**config.mk**
```make
export PLATFORM = sky130hd
export DESIGN_NAME = edge_capture_unit_flat
export DESIGN_NICKNAME = d
export VERILOG_FILES = /design/src/rtl/capture_pkg.sv /design/src/rtl/capture_if.sv /design/src/rtl/edge_sync.sv /design/src/rtl/edge_capture_unit.sv /design/src/flat_wrapper.sv
export SDC_FILE = /design/constraint.sdc
export NUM_CORES = 1
export LEC_CHECK = 0
export BUFFER_PORTS_ARGS = -buffer_cell sky130_fd_sc_hd__buf_4
export CORE_MARGIN = 3
export CORE_UTILIZATION = 30
export DETAILED_ROUTE_END_ITERATION = 10
export REMOVE_ABC_BUFFERS = 1
export SLEW_MARGIN = 10
export SYNTH_ARGS = -nofsm -noshare
export SYNTH_HDL_FRONTEND = slang
export SYNTH_SLANG_ARGS = --single-unit
```
**constraint.sdc**
```tcl
create_clock -name CLK_SYS_IN -period 2.2 [get_ports CLK_SYS_IN]
set_clock_uncertainty 0.2 [all_clocks]
set_input_delay 0.11 -clock CLK_SYS_IN [delete_from_list [all_inputs] [get_ports CLK_SYS_IN]]
set_output_delay 0.11 -clock CLK_SYS_IN [all_outputs]
set_load 0.05 [all_outputs]
```
**src/rtl/capture_pkg.sv**
```systemverilog
// Shared constants for the edge capture unit and its companion timer end
package capture_pkg;
    // Width of the companion timer count and the capture value pair
    localparam int COUNT_W = 16;
    // Control register fields: enable in bit 7, event select in bits 3:0
    localparam int CTRL_EN_BIT = 7;
    localparam int MODE_W = 4;
    localparam int SRC_W = 3;
    localparam logic [7:0] CTRL_RESET = 8'h00;
    localparam logic [2:0] SRC_RESET = 3'h0;
    // Event select encodings for capture modes
    localparam logic [3:0] MODE_FALL = 4'h4;
    localparam logic [3:0] MODE_RISE = 4'h5;
    localparam logic [3:0] MODE_RISE4 = 4'h6;
    localparam logic [3:0] MODE_RISE16 = 4'h7;
    // Prescaler counter width and terminal counts
    localparam int PRE_W = 4;
    localparam logic [3:0] PRE_LAST4 = 4'h3;
    localparam logic [3:0] PRE_LAST16 = 4'hf;
    localparam logic [3:0] PRE_ZERO = 4'h0;
    // Capture source select codes
    localparam logic [2:0] SRC_PIN = 3'h0;
    localparam logic [2:0] SRC_CMP1 = 3'h1;
    localparam logic [2:0] SRC_CMP2 = 3'h2;
    localparam logic [2:0] SRC_IOC = 3'h3;
    localparam logic [2:0] SRC_LC1 = 3'h4;
    localparam logic [2:0] SRC_LC2 = 3'h5;
    localparam logic [2:0] SRC_LC3 = 3'h6;
    localparam logic [2:0] SRC_LC4 = 3'h7;
endpackage

```
**src/rtl/capture_if.sv**
```systemverilog
// Interface joining the capture unit and the companion timer end
`timescale 1ns/10ps
`default_nettype none
interface capture_if;
    logic [15:0] timer_count;
    logic timer_valid;
    logic capture_strobe;
    modport unit (input timer_count, input timer_valid, output capture_strobe);
    modport timer (output timer_count, output timer_valid, input capture_strobe);
endinterface
`default_nettype wire

```
**src/rtl/edge_sync.sv**
```systemverilog
// Three-stage synchroniser with one-cycle rising and falling edge pulses
`timescale 1ns/10ps
`default_nettype none
module edge_sync (
    // Clock and reset
    input wire logic clk_in,
    input wire logic rstn_in,
    // Asynchronous level
    input wire logic level_in,
    // Edge pulses
    output logic rise_out,
    output logic fall_out
);
    logic [2:0] stage;

    // First stage feeds only the second; second and third decide edges
    always_ff @(posedge clk_in or negedge rstn_in) begin
        if (!rstn_in) begin
            stage <= 3'h0;
        end else begin
            stage <= {stage[1:0], level_in};
        end
    end

    // A change counts once stages two and three disagree for one cycle
    assign rise_out = stage[1] & ~stage[2];
    assign fall_out = ~stage[1] & stage[2];
endmodule // edge_sync
`default_nettype wire

```
**src/rtl/edge_capture_unit.sv**
```systemverilog
// Capture unit: source select, edge prescale, latching of timer count
`timescale 1ns/10ps
`default_nettype none
// Function
// - Event loads full 16-bit timer count
// - Mode picks fall, rise, 4th, 16th rise
// - Capture sets flag; only software clears
// - New capture overwrites stored pair
// - Three-bit field selects one of eight sources
// - Pin level watched even when driven
// - Timer must run synchronous for valid capture
// - Timer counts slower than system clock
// - Mode change may set false flag
// - Prescaler cleared when off, noncapture, reset
// - Prescale switch keeps counter, may falsely flag
module edge_capture_unit (
    // Clock and reset
    input wire logic CLK_SYS_IN,
    input wire logic RSTN_IN,
    // Timer link
    capture_if.unit LINK,
    // Control written by software
    input wire logic [7:0] CONTROL_IN,
    input wire logic CONTROL_WE_IN,
    input wire logic [2:0] SOURCE_IN,
    input wire logic SOURCE_WE_IN,
    input wire logic FLAG_CLEAR_IN,
    // Capture sources
    input wire logic PIN_LEVEL_IN,
    input wire logic CMP_ONE_SYNC_IN,
    input wire logic CMP_TWO_SYNC_IN,
    input wire logic PIN_CHANGE_IN,
    input wire logic [3:0] LOGIC_CELL_IN,
    // Status and captured value
    output logic [7:0] CONTROL_OUT,
    output logic [2:0] SOURCE_OUT,
    output logic [15:0] CAPTURE_VALUE_OUT,
    output logic CAPTURE_FLAG_OUT
);
    logic [7:0] control;
    logic [2:0] source;
    logic [3:0] prescale;
    logic selected;
    logic rise;
    logic fall;
    logic enabled;
    logic is_capture;
    logic event_hit;
    logic [15:0] value;
    logic flag;

    // Test whether a mode code is one of the capture modes
    function automatic logic capture_mode(input logic [3:0] m);
        capture_mode = (m == capture_pkg::MODE_FALL) || (m == capture_pkg::MODE_RISE) ||
                       (m == capture_pkg::MODE_RISE4) || (m == capture_pkg::MODE_RISE16);
    endfunction

    // Software control registers
    always_ff @(posedge CLK_SYS_IN or negedge RSTN_IN) begin
        if (!RSTN_IN) begin
            control <= capture_pkg::CTRL_RESET;
        end else if (CONTROL_WE_IN) begin
            control <= CONTROL_IN;
        end
    end

    always_ff @(posedge CLK_SYS_IN or negedge RSTN_IN) begin
        if (!RSTN_IN) begin
            source <= capture_pkg::SRC_RESET;
        end else if (SOURCE_WE_IN) begin
            source <= SOURCE_IN;
        end
    end

    // Source mux; the pin is read as a level whatever drives it
    always_comb begin
        case (source)
            capture_pkg::SRC_PIN: selected = PIN_LEVEL_IN;
            capture_pkg::SRC_CMP1: selected = CMP_ONE_SYNC_IN;
            capture_pkg::SRC_CMP2: selected = CMP_TWO_SYNC_IN;
            capture_pkg::SRC_IOC: selected = PIN_CHANGE_IN;
            capture_pkg::SRC_LC1: selected = LOGIC_CELL_IN[0];
            capture_pkg::SRC_LC2: selected = LOGIC_CELL_IN[1];
            capture_pkg::SRC_LC3: selected = LOGIC_CELL_IN[2];
            capture_pkg::SRC_LC4: selected = LOGIC_CELL_IN[3];
            default: selected = PIN_LEVEL_IN;
        endcase
    end

    // Synchronise after the mux; a source switch can look like an edge
    edge_sync u_sync (
        .clk_in(CLK_SYS_IN),
        .rstn_in(RSTN_IN),
        .level_in(selected),
        .rise_out(rise),
        .fall_out(fall)
    );

    assign enabled = control[capture_pkg::CTRL_EN_BIT];
    assign is_capture = capture_mode(control[capture_pkg::MODE_W-1:0]);

    // Qualify edges against the prescale setting
    always_comb begin
        case (control[capture_pkg::MODE_W-1:0])
            capture_pkg::MODE_FALL: event_hit = fall;
            capture_pkg::MODE_RISE: event_hit = rise;
            capture_pkg::MODE_RISE4: event_hit = rise && (prescale == capture_pkg::PRE_LAST4);
            capture_pkg::MODE_RISE16: event_hit = rise && (prescale == capture_pkg::PRE_LAST16);
            default: event_hit = 1'b0;
        endcase
        event_hit = event_hit && enabled;
    end

    // Prescaler counts rising edges; switches between capture modes leave it alone
    always_ff @(posedge CLK_SYS_IN or negedge RSTN_IN) begin
        if (!RSTN_IN) begin
            prescale <= capture_pkg::PRE_ZERO;
        end else if (!enabled || !is_capture) begin
            prescale <= capture_pkg::PRE_ZERO;
        end else if (event_hit && rise) begin
            prescale <= capture_pkg::PRE_ZERO;
        end else if (rise) begin
            prescale <= prescale + 4'h1;
        end
    end

    // Latch the whole count, overwriting any unread value
    always_ff @(posedge CLK_SYS_IN or negedge RSTN_IN) begin
        if (!RSTN_IN) begin
            value <= 16'h0000;
        end else if (event_hit) begin
            value <= LINK.timer_count;
        end
    end

    // Flag: set wins over a software clear in the same cycle
    always_ff @(posedge CLK_SYS_IN or negedge RSTN_IN) begin
        if (!RSTN_IN) begin
            flag <= 1'b0;
        end else if (event_hit) begin
            flag <= 1'b1;
        end else if (FLAG_CLEAR_IN) begin
            flag <= 1'b0;
        end
    end

    assign LINK.capture_strobe = event_hit;
    assign CONTROL_OUT = control;
    assign SOURCE_OUT = source;
    assign CAPTURE_VALUE_OUT = value;
    assign CAPTURE_FLAG_OUT = flag;
endmodule // edge_capture_unit
`default_nettype wire

```
**src/flat_wrapper.sv**
```systemverilog
// flat-port wrapper written by rule: the top's interface ports become plain ports
module edge_capture_unit_flat 
  (CLK_SYS_IN, RSTN_IN, CONTROL_IN, CONTROL_WE_IN, SOURCE_IN, SOURCE_WE_IN, FLAG_CLEAR_IN, PIN_LEVEL_IN, CMP_ONE_SYNC_IN, CMP_TWO_SYNC_IN, PIN_CHANGE_IN, LOGIC_CELL_IN, CONTROL_OUT, SOURCE_OUT, CAPTURE_VALUE_OUT, CAPTURE_FLAG_OUT, LINK_timer_count, LINK_timer_valid, LINK_capture_strobe);
  capture_if LINK_i ();
  input wire logic CLK_SYS_IN;
  input wire logic RSTN_IN;
  input wire logic [7:0] CONTROL_IN;
  input wire logic CONTROL_WE_IN;
  input wire logic [2:0] SOURCE_IN;
  input wire logic SOURCE_WE_IN;
  input wire logic FLAG_CLEAR_IN;
  input wire logic PIN_LEVEL_IN;
  input wire logic CMP_ONE_SYNC_IN;
  input wire logic CMP_TWO_SYNC_IN;
  input wire logic PIN_CHANGE_IN;
  input wire logic [3:0] LOGIC_CELL_IN;
  output logic [7:0] CONTROL_OUT;
  output logic [2:0] SOURCE_OUT;
  output logic [15:0] CAPTURE_VALUE_OUT;
  output logic CAPTURE_FLAG_OUT;
  input wire logic [$bits(LINK_i.timer_count)-1:0] LINK_timer_count;
  input wire logic [$bits(LINK_i.timer_valid)-1:0] LINK_timer_valid;
  output wire logic [$bits(LINK_i.capture_strobe)-1:0] LINK_capture_strobe;
  assign LINK_i.timer_count = LINK_timer_count;
  assign LINK_i.timer_valid = LINK_timer_valid;
  assign LINK_capture_strobe = LINK_i.capture_strobe;
  edge_capture_unit u_core (.CLK_SYS_IN(CLK_SYS_IN), .RSTN_IN(RSTN_IN), .LINK(LINK_i), .CONTROL_IN(CONTROL_IN), .CONTROL_WE_IN(CONTROL_WE_IN), .SOURCE_IN(SOURCE_IN), .SOURCE_WE_IN(SOURCE_WE_IN), .FLAG_CLEAR_IN(FLAG_CLEAR_IN), .PIN_LEVEL_IN(PIN_LEVEL_IN), .CMP_ONE_SYNC_IN(CMP_ONE_SYNC_IN), .CMP_TWO_SYNC_IN(CMP_TWO_SYNC_IN), .PIN_CHANGE_IN(PIN_CHANGE_IN), .LOGIC_CELL_IN(LOGIC_CELL_IN), .CONTROL_OUT(CONTROL_OUT), .SOURCE_OUT(SOURCE_OUT), .CAPTURE_VALUE_OUT(CAPTURE_VALUE_OUT), .CAPTURE_FLAG_OUT(CAPTURE_FLAG_OUT));
endmodule
```
==> results of run 1 <==
==> final cells by class <==
type / instances / share of cell area (%)
Sequential cell: 35 / 33.6
Multi-Input combinational cell: 60 / 24.3
Tap cell: 67 / 3.21
Timing Repair Buffer: 109 / 35.7
Inverter: 1 / 0.144
Clock buffer: 7 / 2.92
Clock inverter: 1 / 0.192
==> worst min-delay path, stage by stage <==
cell and delay [ps]:
buf_4 70, mux4_2 210, mux2_2 140
==> report_power, final <==
| group | switching, W | internal (W) |
|---|---|---|
| Combinational | 0.000759 | 0.000531 |
| Clock | 0.000217 | 0.000222 |
| Sequential | 0.000121 | 0.000815 |
| Total | 0.00110 | 0.00157 |
==> metal layers <==
layer	GRT usage (%)	share of wire [%]	routed length [um]
met1	16.4	42	1660
met4	3.91	1.1	44
met2	25.4	51	2030
met5	0	0	0
met3	5.10	6.6	262
==> registers in the layout, summed over array words and instances, names as in the netlist <==
register / count
u_core.u_sync.stage: 3
u_core.CONTROL_OUT: 8
u_core.SOURCE_OUT: 3
u_core.prescale: 4
u_core.CAPTURE_VALUE_OUT: 16
u_core.CAPTURE_FLAG_OUT: 1
==> placed cells by master (no fill, tap or decap), drive strengths merged <==
cell / synthesis / layout
nand4: 1 / 1
a2bb2oi: 1 / 1
ha: 1 / 1
mux2: 28 / 28
inv: 1 / 1
buf: 2 / 69
mux4: 2 / 2
or3: 1 / 1
nor3: 2 / 2
nor4: 3 / 3
clkbuf: 1 / 7
and3b: 1 / 1
clkinv: 0 / 1
nor2b: 1 / 1
a21boi: 1 / 1
a21bo: 1 / 1
nor2: 4 / 4
a21o: 1 / 1
nand3b: 1 / 1
nand3: 4 / 4
nand2b: 2 / 2
dlygate4sd3: 0 / 40
a41oi: 1 / 1
o21ai: 4 / 4
dfrtp: 35 / 35
==> through the flow <==
step / area (um2) / utilization, %
6_report: 2610 / 54.2
5_1_grt: 2610 / 54.2
4_1_cts: 2610 / 54.2
3_5_place_dp: 2130 / 44.2
3_3_place_gp: 2130 / 44.2
2_1_floorplan: 1510 / -
==> path summary, 6_finish.rpt <==
path                                             start                           end  slack [ps]  cells past startpoint
worst max-delay path             u_core.CONTROL_OUT[3]           LINK_capture_strobe         120                      5
worst min-delay path                  LOGIC_CELL_IN[3]        u_core.u_sync.stage[0]          80                      3
worst max register to register   u_core.CONTROL_OUT[3]  u_core.CAPTURE_VALUE_OUT[15]         300                      5
worst min register to register  u_core.u_sync.stage[0]        u_core.u_sync.stage[1]         150                      0
max in group asynchronous                      RSTN_IN       u_core.CAPTURE_FLAG_OUT        1360                      2
min in group asynchronous                      RSTN_IN  u_core.CAPTURE_VALUE_OUT[14]         120                      2
==> logic make-up after synthesis <==
logic type | after synthesis | synth area share [%]
AO/OA/AOI/OAI | 9 | 4.57
adder cells (fa/ha/maj) | 1 | 0.816
buffers and inverters | 4 | 1.96
flip-flops | 35 | 57.1
multiplexers | 30 | 27.4
AND/OR/NAND/NOR | 20 | 8.16
==> key figures, run 1 <==
Logic synthesis
  – Share of flip-flops with an asynchronous set or reset: 100%
  – YS warnings: 0
  – Syn Area/Cell: approximately 15 um2
  – Synth area leaders: dfrtp_1, mux2_4, mux2_2
  – Post-synth EDFFs: 0
  – Synth Flop Type: dfrtp_1
  – Top cell type's share of synthesized area: approximately 57%
  – Synth top cells by count: dfrtp_1, mux2_4, mux2_2, nand3_1, nor2_1
  – Syn Std Cell Area: 1530 um2
  – Distinct cell type count after synthesis: 27
  – Most frequent cell after synthesis: dfrtp_1
  – Cells after Synth: 99
  – Sequential fraction of the synthesis area: 57.1%
  – Largest area contributor in the netlist: dfrtp_1
  – Number of synthesized register bits: 35

Pwr
  – Final Total Pwr: 0.00267 W
  – P per Cell Area: 1020 nW/um2
  – Maximum vdd drop: 0.946 mV
  – Static Leak: 1.24 nW

STA
  – Post-layout min period: 2080 ps
  – Worst-Margin Slew: 443 ps
  – Fin Setup TNS: 0 ps
  – PnR worst setup slack: about 120 ps
  – RSZ-0062 raised after global routing: no
  – Slew margin rel.: 70.4%
  – Final Max Tran Viols: 0
  – Max Freq: between 0.4 and 0.5 GHz
  – Final period util: 94.8%
  – Final hold viol count: 0
  – Smallest hold slack: 82.4 ps
  – Final setup viols: 0

Die
  – Io pins: 70
  – FP Rows: 25
  – Core area: 4820 um2
  – Die height: 77.5 um
  – Die X: 77.5 um
  – Total die area: 6010 um2
  – Starting Density: 31.8%

CTS
  – # Post-CTS Setup Buffers: 0
  – Clock sinks: 35
  – Clock Latency Late Sink: ~280 ps
  – Root Driver: clkbuf_8
  – Total CTS buffers: 5
  – CTS tree: built
  – Clock transition at path regs: 70 ps
  – # resized after CTS: 0
  – H-tree Lvls: 2
  – CTS Buffer Depth: 2
  – Cts hold-fix bufs: 40

Worst setup path
  – Crit start category: register
  – WP data arrival: about 1800 ps
  – CP Capture Type: primary output
  – Worst path slowest cell: dfrtp_1
  – Worst-path cell chain: and3b_2 > o21ai_2 > nor3_4 > buf_12 > buf_4
  – Req. time, crit path: 1890 ps
  – WP buf/inv: 2
  – CP delay by family, top: simple AND/OR/NAND/NOR gates
  – Kind of critical path: reg -> out
  – Critical path's largest stage delay: approximately 400 ps
  – CP Max Fanout: 18

GRT
  – Largest net degree at the start of global routing: 36
  – First-pass GRT wire length: slightly below 7000 um
  – Residual overflow from global routing: 0
  – Initial antenna violation count: 0
  – Total GRT Usage: 14.4%
  – Vias in the first global route: 1,445

Placement
  – HPWL after detailed placement: approximately 2600 um
  – Routability cong.: 0.713
  – Worst slack, placed: 319 ps
  – IO Port Bufs: between 60 and 70
  – Placed Cells: 232

Cells and area
  – FF+latch area: approximately 880 um2
  – Number of fillers in the final layout: 410
  – Area growth from synthesis to layout: 70.1%
  – Layout cells sized above 1: between 50% and 60%
  – NumNets Final: 254
  – Ant. Diodes: 0
  – Area occupied by multi-input gates: ~630 um2
  – Non-filler instance count after layout: 280

Detailed routing
  – 1st-iter DRT viols: 46
  – Vias per Instance: 4.51
  – Vias: 1,262
  – Residual DRC: 0
  – Routed Antenna Nets: 0
  – Drt first pass iters: 4
  – Mean routed wirelength per cell: between 10 and 15 um
  – Drt total wl: ~4000 um

Min path
  – Worst Hold Class: in -> reg

Job
  – Total of max-cap violations: 0

Status
  – Status: complete, no violations
Note: power is estimated with default switching activity, not from simulation.
==> run 2: changes to the inputs <==
PLACE_DENSITY_LB_ADDON = 0.05   (was default)
clock period = 1.7 ns   (was 2.2 ns; I/O delays follow)
==> run 2 against run 1 <==
Effect of this change:
- the flow now finishes with violations (setup timing)
- first-iteration DRC count is 4.3% lower
- cell count grew 7.1%
- critical path depth increased by 1
- die area is the same
- clock power up 77%
- largest power group unchanged
==> key figures, run 2 (synthesis gave the netlist of run 1 again) <==
Cells and area
  – Most common cell after layout, fill and taps aside: buf_4
  – NumNets Final: 274
  – Fin util: 59.5%
  – Most frequent cells in the layout: buf_4, dlygate4sd3_1, dfrtp_1, mux2_4, mux2_2
  – Ant. Diodes: 0
  – Max reg flops: 16
  – Fin area: about 2900 um2
  – Layout cells sized above 1: about three fifths
  – Area growth from synthesis to layout: 86.9%

Detailed routing
  – Vias: 1,322
  – Residual DRC: 0
  – Drt total wl: 4110 um
  – 1st-iter DRT viols: 44
  – Vias per Instance: about 4.4
  – Routed Antenna Nets: 0
  – Mean routed wirelength per cell: around 14 um
  – Drt first pass iters: 4

Worst setup path
  – Worst path slowest cell: dfrtp_2
  – Worst-path cell chain: nor3_4 > a2bb2oi_4 > nor3_4 > buf_12 > buf_4 > mux2_4
  – Worst path most repeated cell: nor3_4
  – WP buf/inv: 2
  – Req. time, crit path: approximately 1700 ps
  – WP data arrival: 1880 ps
  – Crit start category: register
  – Register-to-register setup slack: -210 ps
  – CP delay by family, top: simple AND/OR/NAND/NOR gates
  – R2R Path End: u_core.CAPTURE_VALUE_OUT[10]
  – FF-to-FF path depth: 6
  – CP Capture Type: register
  – Crit. Startpoint: u_core.u_sync.stage[1]
  – Worst r2r src: u_core.u_sync.stage[1]
  – Kind of critical path: reg -> reg
  – CP Max Fanout: 7
  – Critical path's largest stage delay: 450 ps

Min path
  – Hold EP: u_core.u_sync.stage[0]
  – Worst Hold Class: in -> reg
  – Worst hold stages: 3
  – HP Start: LOGIC_CELL_IN[0]

Pwr
  – Maximum vdd drop: a little under 0.8 mV
  – Final Total Pwr: 0.00374 W
  – P per Cell Area: 1300 nW/um2
  – Static Leak: around 1.4 nW

Die
  – Core area: 4820 um2
  – Starting Density: between 30% and 40%
  – Die height: 77.5 um
  – FP Rows: 25
  – Total die area: 6010 um2
  – Die X: 77.5 um
  – Io pins: 70

CTS
  – Clock sinks: 35
  – Root Driver: clkbuf_8
  – Clock transition at path regs: 70 ps
  – CTS Buffer Depth: 2
  – Clock Latency Late Sink: 280 ps
  – Total CTS buffers: 5
  – H-tree Lvls: 2
  – CTS tree: built

Placement
  – Routability cong.: 0.847
  – IO Port Bufs: 68
  – Cell Area, Placed: 2220 um2
  – HPWL after detailed placement: 2570 um
  – Worst slack, placed: -119 ps

STA
  – Final period util: 112%
  – Fin Setup TNS: -2960 ps
  – Final setup viols: 19
  – Post-layout min period: ~1900 ps
  – Final hold viol count: 0
  – PnR worst setup slack: -209 ps
  – Worst-Margin Slew: 459 ps
  – Max Freq: 0.524 GHz
  – Final Max Tran Viols: 0
  – RSZ-0062 raised after global routing: yes
  – Slew margin rel.: 69.4%

Status
  – Failing checks: setup timing
  – Status: finished with violations

GRT
  – Largest net degree at the start of global routing: 36
  – Total GRT Usage: 14.8%
  – Initial antenna violation count: 0
  – First-pass GRT wire length: approximately 6900 um
  – Residual overflow from global routing: 0
  – Vias in the first global route: about 1,500

Job
  – Total of max-cap violations: 0
run 2: changes by cell type in the layout (fill, tap and decap cells not counted), moves of 2 or more:
cell and delta:
o21ai_1 +2, buf_6 +2, buf_4 +16, buf_12 +2, clkbuf_1 -2, dfrtp_2 +3, o21ai_0 -2, dfrtp_1 -3
run 2: cell type report:
class	instances	area, um2
flip-flops and latches	35	880
fillers	416	1950
inverters	1	3.75
clock inverters	2	35.0
well taps	67	83.8
clock buffers	6	82.6
repair buffers	129	1110
multi-input cells	60	669
run 2: repair_timing:
action / 4_1_cts / 5_1_grt
setup endpoints to repair: 17 / 29
gates resized for setup: 4 / 12
gates cloned: 1 / 0
hold endpoints to repair: 63 / 0
setup buffers: 4 / 4
pin swaps: 1 / 4
hold buffers: 40 / 0
run 2: how the worst max path moves through the flow:
stage / to / slack, ps / cells after the start
2_1_floorplan: u_core.CAPTURE_VALUE_OUT[0] / -1680 / 4
3_3_place_gp: u_core.CAPTURE_VALUE_OUT[1] / -80 / 5
3_5_place_dp: u_core.CAPTURE_VALUE_OUT[6] / -120 / 5
4_1_cts: u_core.CAPTURE_VALUE_OUT[15] / -180 / 6
5_1_grt: u_core.CAPTURE_VALUE_OUT[13] / -270 / 6
6_report: u_core.CAPTURE_VALUE_OUT[10] / -210 / 6
run 2: metrics by stage:
stage | hold WS (ps) | cells
2_1_floorplan | -411 | 96
3_3_place_gp | -136 | 244
3_5_place_dp | -132 | 244
4_1_cts | 46.2 | 297
5_1_grt | 56.1 | 300
6_report | 56.9 | 300
run 2: worst register-to-register path: cells and delay by family, from the launching register on:
family | cells | cell delay (ps)
AO/OA/AOI/OAI | 1 | 90
flip-flops | 1 | 450
multiplexers | 1 | 290
buffers and inverters | 2 | 290
AND/OR/NAND/NOR | 2 | 480
run 2: per-layer routing:
| layer | global-route usage (%) | vias to the layer above | part of all wire, % |
|---|---|---|---|
| li1 | - | 629 | - |
| met1 | 17.1 | 635 | 42 |
| met2 | 25.2 | 50 | 50 |
| met3 | 4.06 | 8 | 6.4 |
| met4 | 6.94 | 0 | 1.8 |
| met5 | 0 | - | 0 |
run 2: report_power, final:
group	leakage [nW]	switching [W]	internal (W)
Sequential	0.436	0.000151	0.00106
Combinational	0.876	0.00100	0.000749
Clock	0.0612	0.000304	0.000475
